===== src/pkg/vkd_defs.vh =====
// register offsets, field positions and reset values of the keyer datapath
// assumes byte addressing on APB, one 32-bit word per register
`ifndef VKD_DEFS_VH
`define VKD_DEFS_VH

// ==========================================
// register offsets
`define VKD_OFF_CTRL 8'h00
`define VKD_OFF_CLIP 8'h04
`define VKD_OFF_GAIN 8'h08
`define VKD_OFF_UPPER 8'h0C
`define VKD_OFF_LOWER 8'h10
`define VKD_OFF_OPAC 8'h14
`define VKD_OFF_POS 8'h18
`define VKD_OFF_SIZE 8'h1C
`define VKD_OFF_CORE 8'h20
`define VKD_OFF_STAT 8'h24

// ==========================================
// control fields
`define VKD_CTRL_ADD 0
`define VKD_CTRL_TWO 1
`define VKD_CTRL_SCRV 2
`define VKD_CTRL_INV 3
`define VKD_CTRL_CORE 4
`define VKD_CTRL_PROT 5
`define VKD_CTRL_OVR 6
`define VKD_CTRL_MSRC 7
`define VKD_CTRL_W 8

// ==========================================
// reset values
`define VKD_RST_CTRL 8'h04
`define VKD_RST_CLIP 10'h200
`define VKD_RST_GAIN 11'h3FF
`define VKD_RST_OPAC 10'h3FF
`define VKD_RST_CORE 10'h040
`define VKD_RST_SIZE 2'h0

`endif


===== src/hw/vkd_keyer.v =====
// one-keyer luma datapath: key control from cut, mask, opacity, mix over background
// assumes one sample per clock on all video inputs, all aligned, and an APB master
`timescale 1ns/10ps
`include "vkd_defs.vh"

module vkd_keyer #(
	parameter DW = 10,
	parameter PMAX = 4,
	parameter SMAX = 3
) (
	input wire pclk,
	input wire presetn,
	input wire psel,
	input wire penable,
	input wire pwrite,
	input wire [7:0] paddr,
	input wire [31:0] pwdata,
	output reg [31:0] prdata,
	output reg pready,
	output reg pslverr,
	input wire vid_valid,
	input wire [DW-1:0] bg_pix,
	input wire [DW-1:0] cut_pix,
	input wire [DW-1:0] fill_pix,
	input wire [DW-1:0] wipe_mask,
	input wire [DW-1:0] mask_vid,
	output reg out_valid,
	output reg [DW-1:0] out_pix,
	output reg [DW-1:0] key_monitor
);

localparam [DW-1:0] FS = {DW{1'b1}};
localparam LEN = 2 * PMAX + SMAX + 1;
localparam [3:0] PW = 4'h4;
localparam SW = 13;
localparam [PW-1:0] POS_TOP = 2 * PMAX;
localparam [1:0] SIZE_TOP = SMAX;

// ==========================================
// arithmetic helpers
function [DW-1:0] mul_norm;
	input [DW-1:0] a;
	input [DW-1:0] b;
	reg [2*DW:0] p;
	reg [2*DW:0] q;
	begin
		// half-lsb bias turns the divide into round-to-nearest
		p = a * b + {1'b0, FS[DW-1:1]};
		q = p / FS;
		mul_norm = q[DW-1:0];
	end
endfunction

function [DW-1:0] clamp_s;
	input signed [SW-1:0] v;
	begin
		if (v <= 0) begin
			clamp_s = {DW{1'b0}};
		end else if (v >= $signed({3'b000, FS})) begin
			clamp_s = FS;
		end else begin
			clamp_s = v[DW-1:0];
		end
	end
endfunction

// ==========================================
// registers
reg [`VKD_CTRL_W-1:0] ctrl_r;
reg [DW-1:0] clip_r;
reg [DW:0] gain_r;
reg [DW-1:0] opac_r;
reg [PW-1:0] pos_r;
reg [1:0] size_r;
reg [DW-1:0] core_r;

wire acc_w = psel & penable & pready & pwrite;
wire signed [SW-1:0] clip_s = $signed({3'b000, clip_r});
wire signed [SW-1:0] gain_s = $signed({2'b00, gain_r});
wire signed [SW-1:0] half_s = gain_s >>> 1;
// upper takes the odd bit of gain, so upper minus lower is exactly gain
wire signed [SW-1:0] upper_s = clip_s + gain_s - half_s;
wire signed [SW-1:0] lower_s = clip_s - half_s;
wire signed [SW-1:0] wval_s = $signed({3'b000, pwdata[DW-1:0]});
reg signed [SW-1:0] nlo_s;
reg signed [SW-1:0] nhi_s;
reg signed [SW-1:0] span_s;

always @* begin
	nlo_s = lower_s;
	nhi_s = upper_s;
	if (paddr == `VKD_OFF_UPPER) begin
		nhi_s = wval_s;
	end else begin
		nlo_s = wval_s;
	end
	span_s = nhi_s - nlo_s;
	if (span_s < 0) begin
		span_s = {SW{1'b0}};
	end
end

wire signed [SW-1:0] nclip_s = nlo_s + (span_s >>> 1);

always @(posedge pclk or negedge presetn) begin
	if (!presetn) begin
		ctrl_r <= `VKD_RST_CTRL;
		clip_r <= `VKD_RST_CLIP;
		gain_r <= `VKD_RST_GAIN;
		opac_r <= `VKD_RST_OPAC;
		pos_r <= PMAX[PW-1:0];
		size_r <= `VKD_RST_SIZE;
		core_r <= `VKD_RST_CORE;
	end else if (acc_w) begin
		case (paddr)
		`VKD_OFF_CTRL: begin
			ctrl_r <= pwdata[`VKD_CTRL_W-1:0];
		end
		`VKD_OFF_CLIP: begin
			clip_r <= pwdata[DW-1:0];
		end
		`VKD_OFF_GAIN: begin
			gain_r <= pwdata[DW:0];
		end
		`VKD_OFF_UPPER, `VKD_OFF_LOWER: begin
			clip_r <= clamp_s(nclip_s);
			gain_r <= span_s[DW:0];
		end
		`VKD_OFF_OPAC: begin
			opac_r <= pwdata[DW-1:0];
		end
		`VKD_OFF_POS: begin
			// out-of-range positions clamp to POS_TOP, the last position at 2 * PMAX, short of the far end of the cut line
			if (pwdata[PW-1:0] > POS_TOP) begin
				pos_r <= POS_TOP;
			end else begin
				pos_r <= pwdata[PW-1:0];
			end
		end
		`VKD_OFF_SIZE: begin
			// narrowing cannot reach past the last tap of the cut line
			size_r <= (pwdata[1:0] > SIZE_TOP) ? SIZE_TOP : pwdata[1:0];
		end
		`VKD_OFF_CORE: begin
			core_r <= pwdata[DW-1:0];
		end
		default: begin
			ctrl_r <= ctrl_r;
		end
		endcase
	end
end

// ==========================================
// apb answer: registered during setup, so every access takes one wait-free cycle
reg [31:0] rd_nxt;
reg err_nxt;

always @* begin
	rd_nxt = 32'h0;
	err_nxt = 1'b0;
	case (paddr)
	`VKD_OFF_CTRL: rd_nxt[`VKD_CTRL_W-1:0] = ctrl_r;
	`VKD_OFF_CLIP: rd_nxt[DW-1:0] = clip_r;
	`VKD_OFF_GAIN: rd_nxt[DW:0] = gain_r;
	`VKD_OFF_UPPER: rd_nxt[SW-1:0] = upper_s;
	`VKD_OFF_LOWER: rd_nxt[SW-1:0] = lower_s;
	`VKD_OFF_OPAC: rd_nxt[DW-1:0] = opac_r;
	`VKD_OFF_POS: rd_nxt[PW-1:0] = pos_r;
	`VKD_OFF_SIZE: rd_nxt[1:0] = size_r;
	`VKD_OFF_CORE: rd_nxt[DW-1:0] = core_r;
	`VKD_OFF_STAT: rd_nxt[DW-1:0] = key_monitor;
	default: err_nxt = 1'b1;
	endcase
end

always @(posedge pclk or negedge presetn) begin
	if (!presetn) begin
		prdata <= 32'h0;
		pready <= 1'b0;
		pslverr <= 1'b0;
	end else begin
		pready <= psel & ~penable;
		pslverr <= psel & ~penable & err_nxt;
		if (psel & ~penable) begin
			prdata <= rd_nxt;
		end
	end
end

// ==========================================
// alignment lines: fill sits at the centre tap, cut moves around it
reg [DW-1:0] cut_ln [0:LEN-1];
reg [DW-1:0] fill_ln [0:PMAX];
reg [DW-1:0] bg_ln [0:PMAX];
reg [DW-1:0] wm_ln [0:PMAX];
reg [DW-1:0] mv_ln [0:PMAX];
reg [PMAX:0] val_ln;
integer i;

always @(posedge pclk or negedge presetn) begin
	if (!presetn) begin
		for (i = 0; i < LEN; i = i + 1) begin
			cut_ln[i] <= {DW{1'b0}};
		end
		for (i = 0; i <= PMAX; i = i + 1) begin
			fill_ln[i] <= {DW{1'b0}};
			bg_ln[i] <= {DW{1'b0}};
			wm_ln[i] <= {DW{1'b0}};
			mv_ln[i] <= {DW{1'b0}};
		end
		val_ln <= {(PMAX+1){1'b0}};
	end else begin
		cut_ln[0] <= cut_pix;
		fill_ln[0] <= fill_pix;
		bg_ln[0] <= bg_pix;
		wm_ln[0] <= wipe_mask;
		mv_ln[0] <= mask_vid;
		for (i = 1; i < LEN; i = i + 1) begin
			cut_ln[i] <= cut_ln[i-1];
		end
		for (i = 1; i <= PMAX; i = i + 1) begin
			fill_ln[i] <= fill_ln[i-1];
			bg_ln[i] <= bg_ln[i-1];
			wm_ln[i] <= wm_ln[i-1];
			mv_ln[i] <= mv_ln[i-1];
		end
		val_ln <= {val_ln[PMAX-1:0], vid_valid};
	end
end

// ==========================================
// stage 1: position and narrowing of the cut
// narrowing is a running minimum over older taps, so a bright shape loses edge pixels on its leading side only
reg [DW-1:0] cut_sel;
integer j;

always @* begin
	cut_sel = cut_ln[pos_r];
	for (j = 1; j <= SMAX; j = j + 1) begin
		if (j <= size_r && cut_ln[pos_r + j] < cut_sel) begin
			cut_sel = cut_ln[pos_r + j];
		end
	end
end

reg [DW-1:0] cut1_r, fill1_r, bg1_r, msk1_r;
reg v1_r;

always @(posedge pclk or negedge presetn) begin
	if (!presetn) begin
		cut1_r <= {DW{1'b0}};
		fill1_r <= {DW{1'b0}};
		bg1_r <= {DW{1'b0}};
		msk1_r <= {DW{1'b0}};
		v1_r <= 1'b0;
	end else begin
		cut1_r <= cut_sel;
		fill1_r <= fill_ln[PMAX];
		bg1_r <= bg_ln[PMAX];
		msk1_r <= ctrl_r[`VKD_CTRL_MSRC] ? mv_ln[PMAX] : wm_ln[PMAX];
		v1_r <= val_ln[PMAX];
	end
end

// ==========================================
// stage 2: transfer curve, shaping, invert, mask, opacity
// the divide is wide but one path serves both clip modes and linear keys alike
wire signed [SW-1:0] diff_s = $signed({3'b000, cut1_r}) - lower_s;
reg [DW-1:0] k_lin, k_s, k_m;
reg [3*DW+1:0] sc;
reg [2*DW+1:0] kq;
reg [3*DW+1:0] sq;

always @* begin
	kq = {(2*DW+2){1'b0}};
	if (gain_r == {(DW+1){1'b0}}) begin
		k_lin = (cut1_r >= clip_r) ? FS : {DW{1'b0}};
	end else if (diff_s <= 0) begin
		k_lin = {DW{1'b0}};
	end else if (diff_s >= $signed({2'b00, gain_r})) begin
		k_lin = FS;
	end else begin
		// wide product keeps the full ratio before the divide
		kq = diff_s[DW:0] * FS;
		kq = kq / gain_r;
		k_lin = kq[DW-1:0];
	end
	// smoothstep keeps both end points and the mid point, so thresholds stay put
	sc = k_lin * k_lin * (3 * FS - 2 * k_lin);
	sq = sc / (FS * FS);
	k_s = ctrl_r[`VKD_CTRL_SCRV] ? sq[DW-1:0] : k_lin;
	k_m = ctrl_r[`VKD_CTRL_INV] ? FS - k_s : k_s;
	if (msk1_r[DW-1]) begin
		if (ctrl_r[`VKD_CTRL_PROT]) begin
			k_m = {DW{1'b0}};
		end else if (ctrl_r[`VKD_CTRL_OVR]) begin
			k_m = FS;
		end
	end
end

reg [DW-1:0] k2_r, fill2_r, bg2_r;
reg v2_r;

always @(posedge pclk or negedge presetn) begin
	if (!presetn) begin
		k2_r <= {DW{1'b0}};
		fill2_r <= {DW{1'b0}};
		bg2_r <= {DW{1'b0}};
		v2_r <= 1'b0;
	end else begin
		k2_r <= mul_norm(k_m, opac_r);
		fill2_r <= fill1_r;
		bg2_r <= bg1_r;
		v2_r <= v1_r;
	end
end

// ==========================================
// stage 3: mix
reg [DW-1:0] fterm;
reg [DW:0] sum;

always @* begin
	if (ctrl_r[`VKD_CTRL_ADD]) begin
		fterm = fill2_r;
	end else begin
		fterm = mul_norm(fill2_r, k2_r);
	end
	if (ctrl_r[`VKD_CTRL_CORE] && k2_r == {DW{1'b0}} && fill2_r < core_r) begin
		fterm = {DW{1'b0}};
	end
	sum = mul_norm(bg2_r, FS - k2_r) + fterm;
end

always @(posedge pclk or negedge presetn) begin
	if (!presetn) begin
		out_pix <= {DW{1'b0}};
		key_monitor <= {DW{1'b0}};
		out_valid <= 1'b0;
	end else begin
		out_pix <= sum[DW] ? FS : sum[DW-1:0];
		key_monitor <= k2_r;
		out_valid <= v2_r;
	end
end

endmodule // vkd_keyer


===== config.mk =====
export PLATFORM = sky130hd
export DESIGN_NAME = vkd_keyer
export DESIGN_NICKNAME = d
export VERILOG_FILES = /design/src/hw/vkd_keyer.v
export VERILOG_INCLUDE_DIRS = /design/src /design/src/pkg
export SDC_FILE = /design/constraint.sdc
export NUM_CORES = 2
export LEC_CHECK = 0
export ABC_CLOCK_PERIOD_IN_PS = 180500
export BUFFER_PORTS_ARGS = -buffer_cell sky130_fd_sc_hd__buf_2
export CORE_AREA = 5 5 342 344
export DETAILED_ROUTE_END_ITERATION = 8
export DIE_AREA = 0 0 347 349
export GPL_ROUTABILITY_DRIVEN = 0
export GPL_TIMING_DRIVEN = 0
export PLACE_DENSITY = 0.79
export SYNTH_ARGS = -nofsm -noshare
export SYNTH_HDL_FRONTEND = slang
export SYNTH_SLANG_ARGS = --single-unit

===== constraint.sdc =====
create_clock -name pclk -period 180.5 [get_ports pclk]
set_input_delay 36.1 -clock pclk [delete_from_list [all_inputs] [get_ports pclk]]
set_output_delay 36.1 -clock pclk [all_outputs]
set_load 0.02 [all_outputs]

==> metrics.csv <==
metric,value,unit
clk_latency,0.63,ns
postCtsHoldBufs,0,
path_max_fanout,25,
cts_made_buffers,45,
slowest_stage,nor3_1,
fp.dieH,349,µm
final_cell_mix,"inv_1, nand2_1, ha_1",
area_growth,5.88,%
fmax,8.04,MHz
grtUsageTotal,32.3,%
timing.setup.tns,0,ns
r2r_slack,56.05,ns
syn-cell-area,69900,µm²
synth_area_per_cell,8.37,µm²
grt_overflow_total,0,
cp.required,180.99,ns
io_pins,151,
post_cts_buffers,0,
drtIter0Drc,6381,
hold_depth,0,
grt_pass1_wl,325,mm
end_kind,register,
grt_pass1_vias,63200,
cap_violations,0,
dieArea,121000,µm²
async_reset_ff_share,100,%
critPathLaunch,gain_r[2]$_DFFE_PN1P_,
ys_seq_area_share,14.0,%
grt_max_degree,132,
nets,9776,
cpMostUsedCell,o21a_1,
cp_slowest_stage_delay,0.97,ns
clk_pin_slew,0.06,ns
coreArea,114000,µm²
synth.distinct_cells,144,
wirelength,201,mm
skew,0.0347,ns
rows,124,
synthTopCellsByArea,"fa_1, dfrtp_1, ha_1",
slew_violations,0,
vias_per_cell,6.45,
start_kind,register,
cts_tree,built,
min_period,124.45,ns
reg2reg_from,gain_r[2]$_DFFE_PN1P_,
numClockSinks,389,
worstSetupPathType,register to register,
hold_viol,0,
yosysWarnings,0,
yosysTopAreaCell,fa_1,
worst_pin_slew,1.47,ns
ys_seq_elements,389,
setup_viol,0,
cp.arrival,124.94,ns
post_cts_resized,0,
holdPathEnd,val_ln[1]$_DFF_PN0_,
synth_edf_count,0,
vias,64800,
r2r-end,k2_r[0]$_DFF_PN0_,
die_w,347,µm
synthFlopType,dfrtp_1,
clockBufferDepth,3,
drc,0,
hold_start,val_ln[0]$_DFF_PN0_,
h-tree-depth,2,
first_pass_iters,9,
synth_top_area_share,14.1,%
drtAntennaViolNets,0,
rsz0062_at_grt,no,
start_util,61.5,%
clockRootBuffer,clkbuf_16,
status,"complete, no violations",
hpwl,161,mm
port_buffers,90,
slew_headroom,1.42,%
antenna_found_initial,16,
final_common_cell,inv_1,
min_path_type,register to register,
period_share,68.9,%
r2r_cells,469,
synth_cells,8344,
wl_per_cell,20.0,µm
drive_above_1_share,7.42,%
## logic make-up (layout without fill, tap and decap cells)
kind of cell / Yosys count / after routing / synth area share (%)
buffers and inverters: 1164 / 1341 / 6.45
flip-flops: 389 / 389 / 14.0
AND/OR/NAND/NOR: 2837 / 2837 / 20.5
XOR/XNOR: 552 / 552 / 6.94
adder cells (fa/ha/maj): 1196 / 1196 / 26.6
AO/OA/AOI/OAI: 1880 / 1880 / 18.5
other: 1 / 23 / 0.00537
multiplexers: 325 / 325 / 6.97
## through the flow
stage	setup WS, ns	util, %	area, µm²	cells	hold slack, ns
after floorplan	79.08	-	69900	8362	0.331
after global placement	60.55	63.6	72300	9964	0.331
after detailed placement	57.98	63.7	72400	9967	0.335
after CTS	57.56	65.1	74000	10100	0.340
after global routing	46.85	65.1	74000	10100	0.345
final	56.05	65.1	74000	10100	0.337
## per-layer routing
layer	wire length [µm]	part of all wire [%]	GRT usage, %
met1	79300	39	40.9
met5	69	0.034	0
met4	11400	5.7	15.5
met2	92400	46	53.2
met3	18300	9.1	6.45
## final cells by class
| type | count | area [µm²] |
|---|---|---|
| multi-input cells | 6809 | 55700 |
| fillers | 9425 | 39600 |
| well taps | 1512 | 1890 |
| repair buffers | 94 | 548 |
| plain buffers | 270 | 1150 |
| flip-flops and latches | 389 | 9760 |
| clock buffers | 63 | 1330 |
| diodes | 4 | 10.0 |
| inverters | 894 | 3360 |
| clock inverters | 20 | 263 |
## worst max path at each step
stage	end	cells past startpoint	slack, ns
floorplan	k2_r[0]$_DFF_PN0_	473	79.08
global placement	k2_r[0]$_DFF_PN0_	468	60.55
detailed placement	k2_r[0]$_DFF_PN0_	471	57.98
CTS	k2_r[0]$_DFF_PN0_	470	57.56
global route	k2_r[0]$_DFF_PN0_	468	46.85
finish	k2_r[0]$_DFF_PN0_	469	56.05
## Yosys cell counts, types with 123 or more instances
cell type    n
nor2b_1    133
nand2b_1   165
fa_1       493
nor3_1     242
dfrtp_1    365
nor2_1     659
clkbuf_1   199
a21oi_1    454
and2_1     197
nand2_1    748
o21ai_0    276
a21o_1     142
xor2_1     164
inv_1      884
xnor2_1    386
nand3_1    173
mux2i_1    123
ha_1       684
## critical path: cells and delay by family (launching register included)
kind / cells / cell delay (ns)
adders and majority gates: 55 / 21.60
buffers and inverters: 56 / 11.89
muxes: 6 / 1.88
AOI/OAI and AO/OA: 216 / 54.74
and+or+nand+nor: 119 / 28.74
xor gates and xnor gates: 17 / 4.58
DFF: 1 / 0.69
## state kept, by name, indices dropped and copies added (netlist names), 8 cells and up
signal       count
ctrl_r           8
core_r          10
cut_ln         120
bg1_r           10
bg2_r           10
prdata          13
cut1_r          10
clip_r          10
key_monitor     10
k2_r            10
fill2_r         10
fill_ln         50
bg_ln           50
out_pix         10
opac_r          10
fill1_r         10
gain_r          11
Power is not shown: default switching activity piles up to over one toggle a cycle in this logic, so the estimate is an artifact.
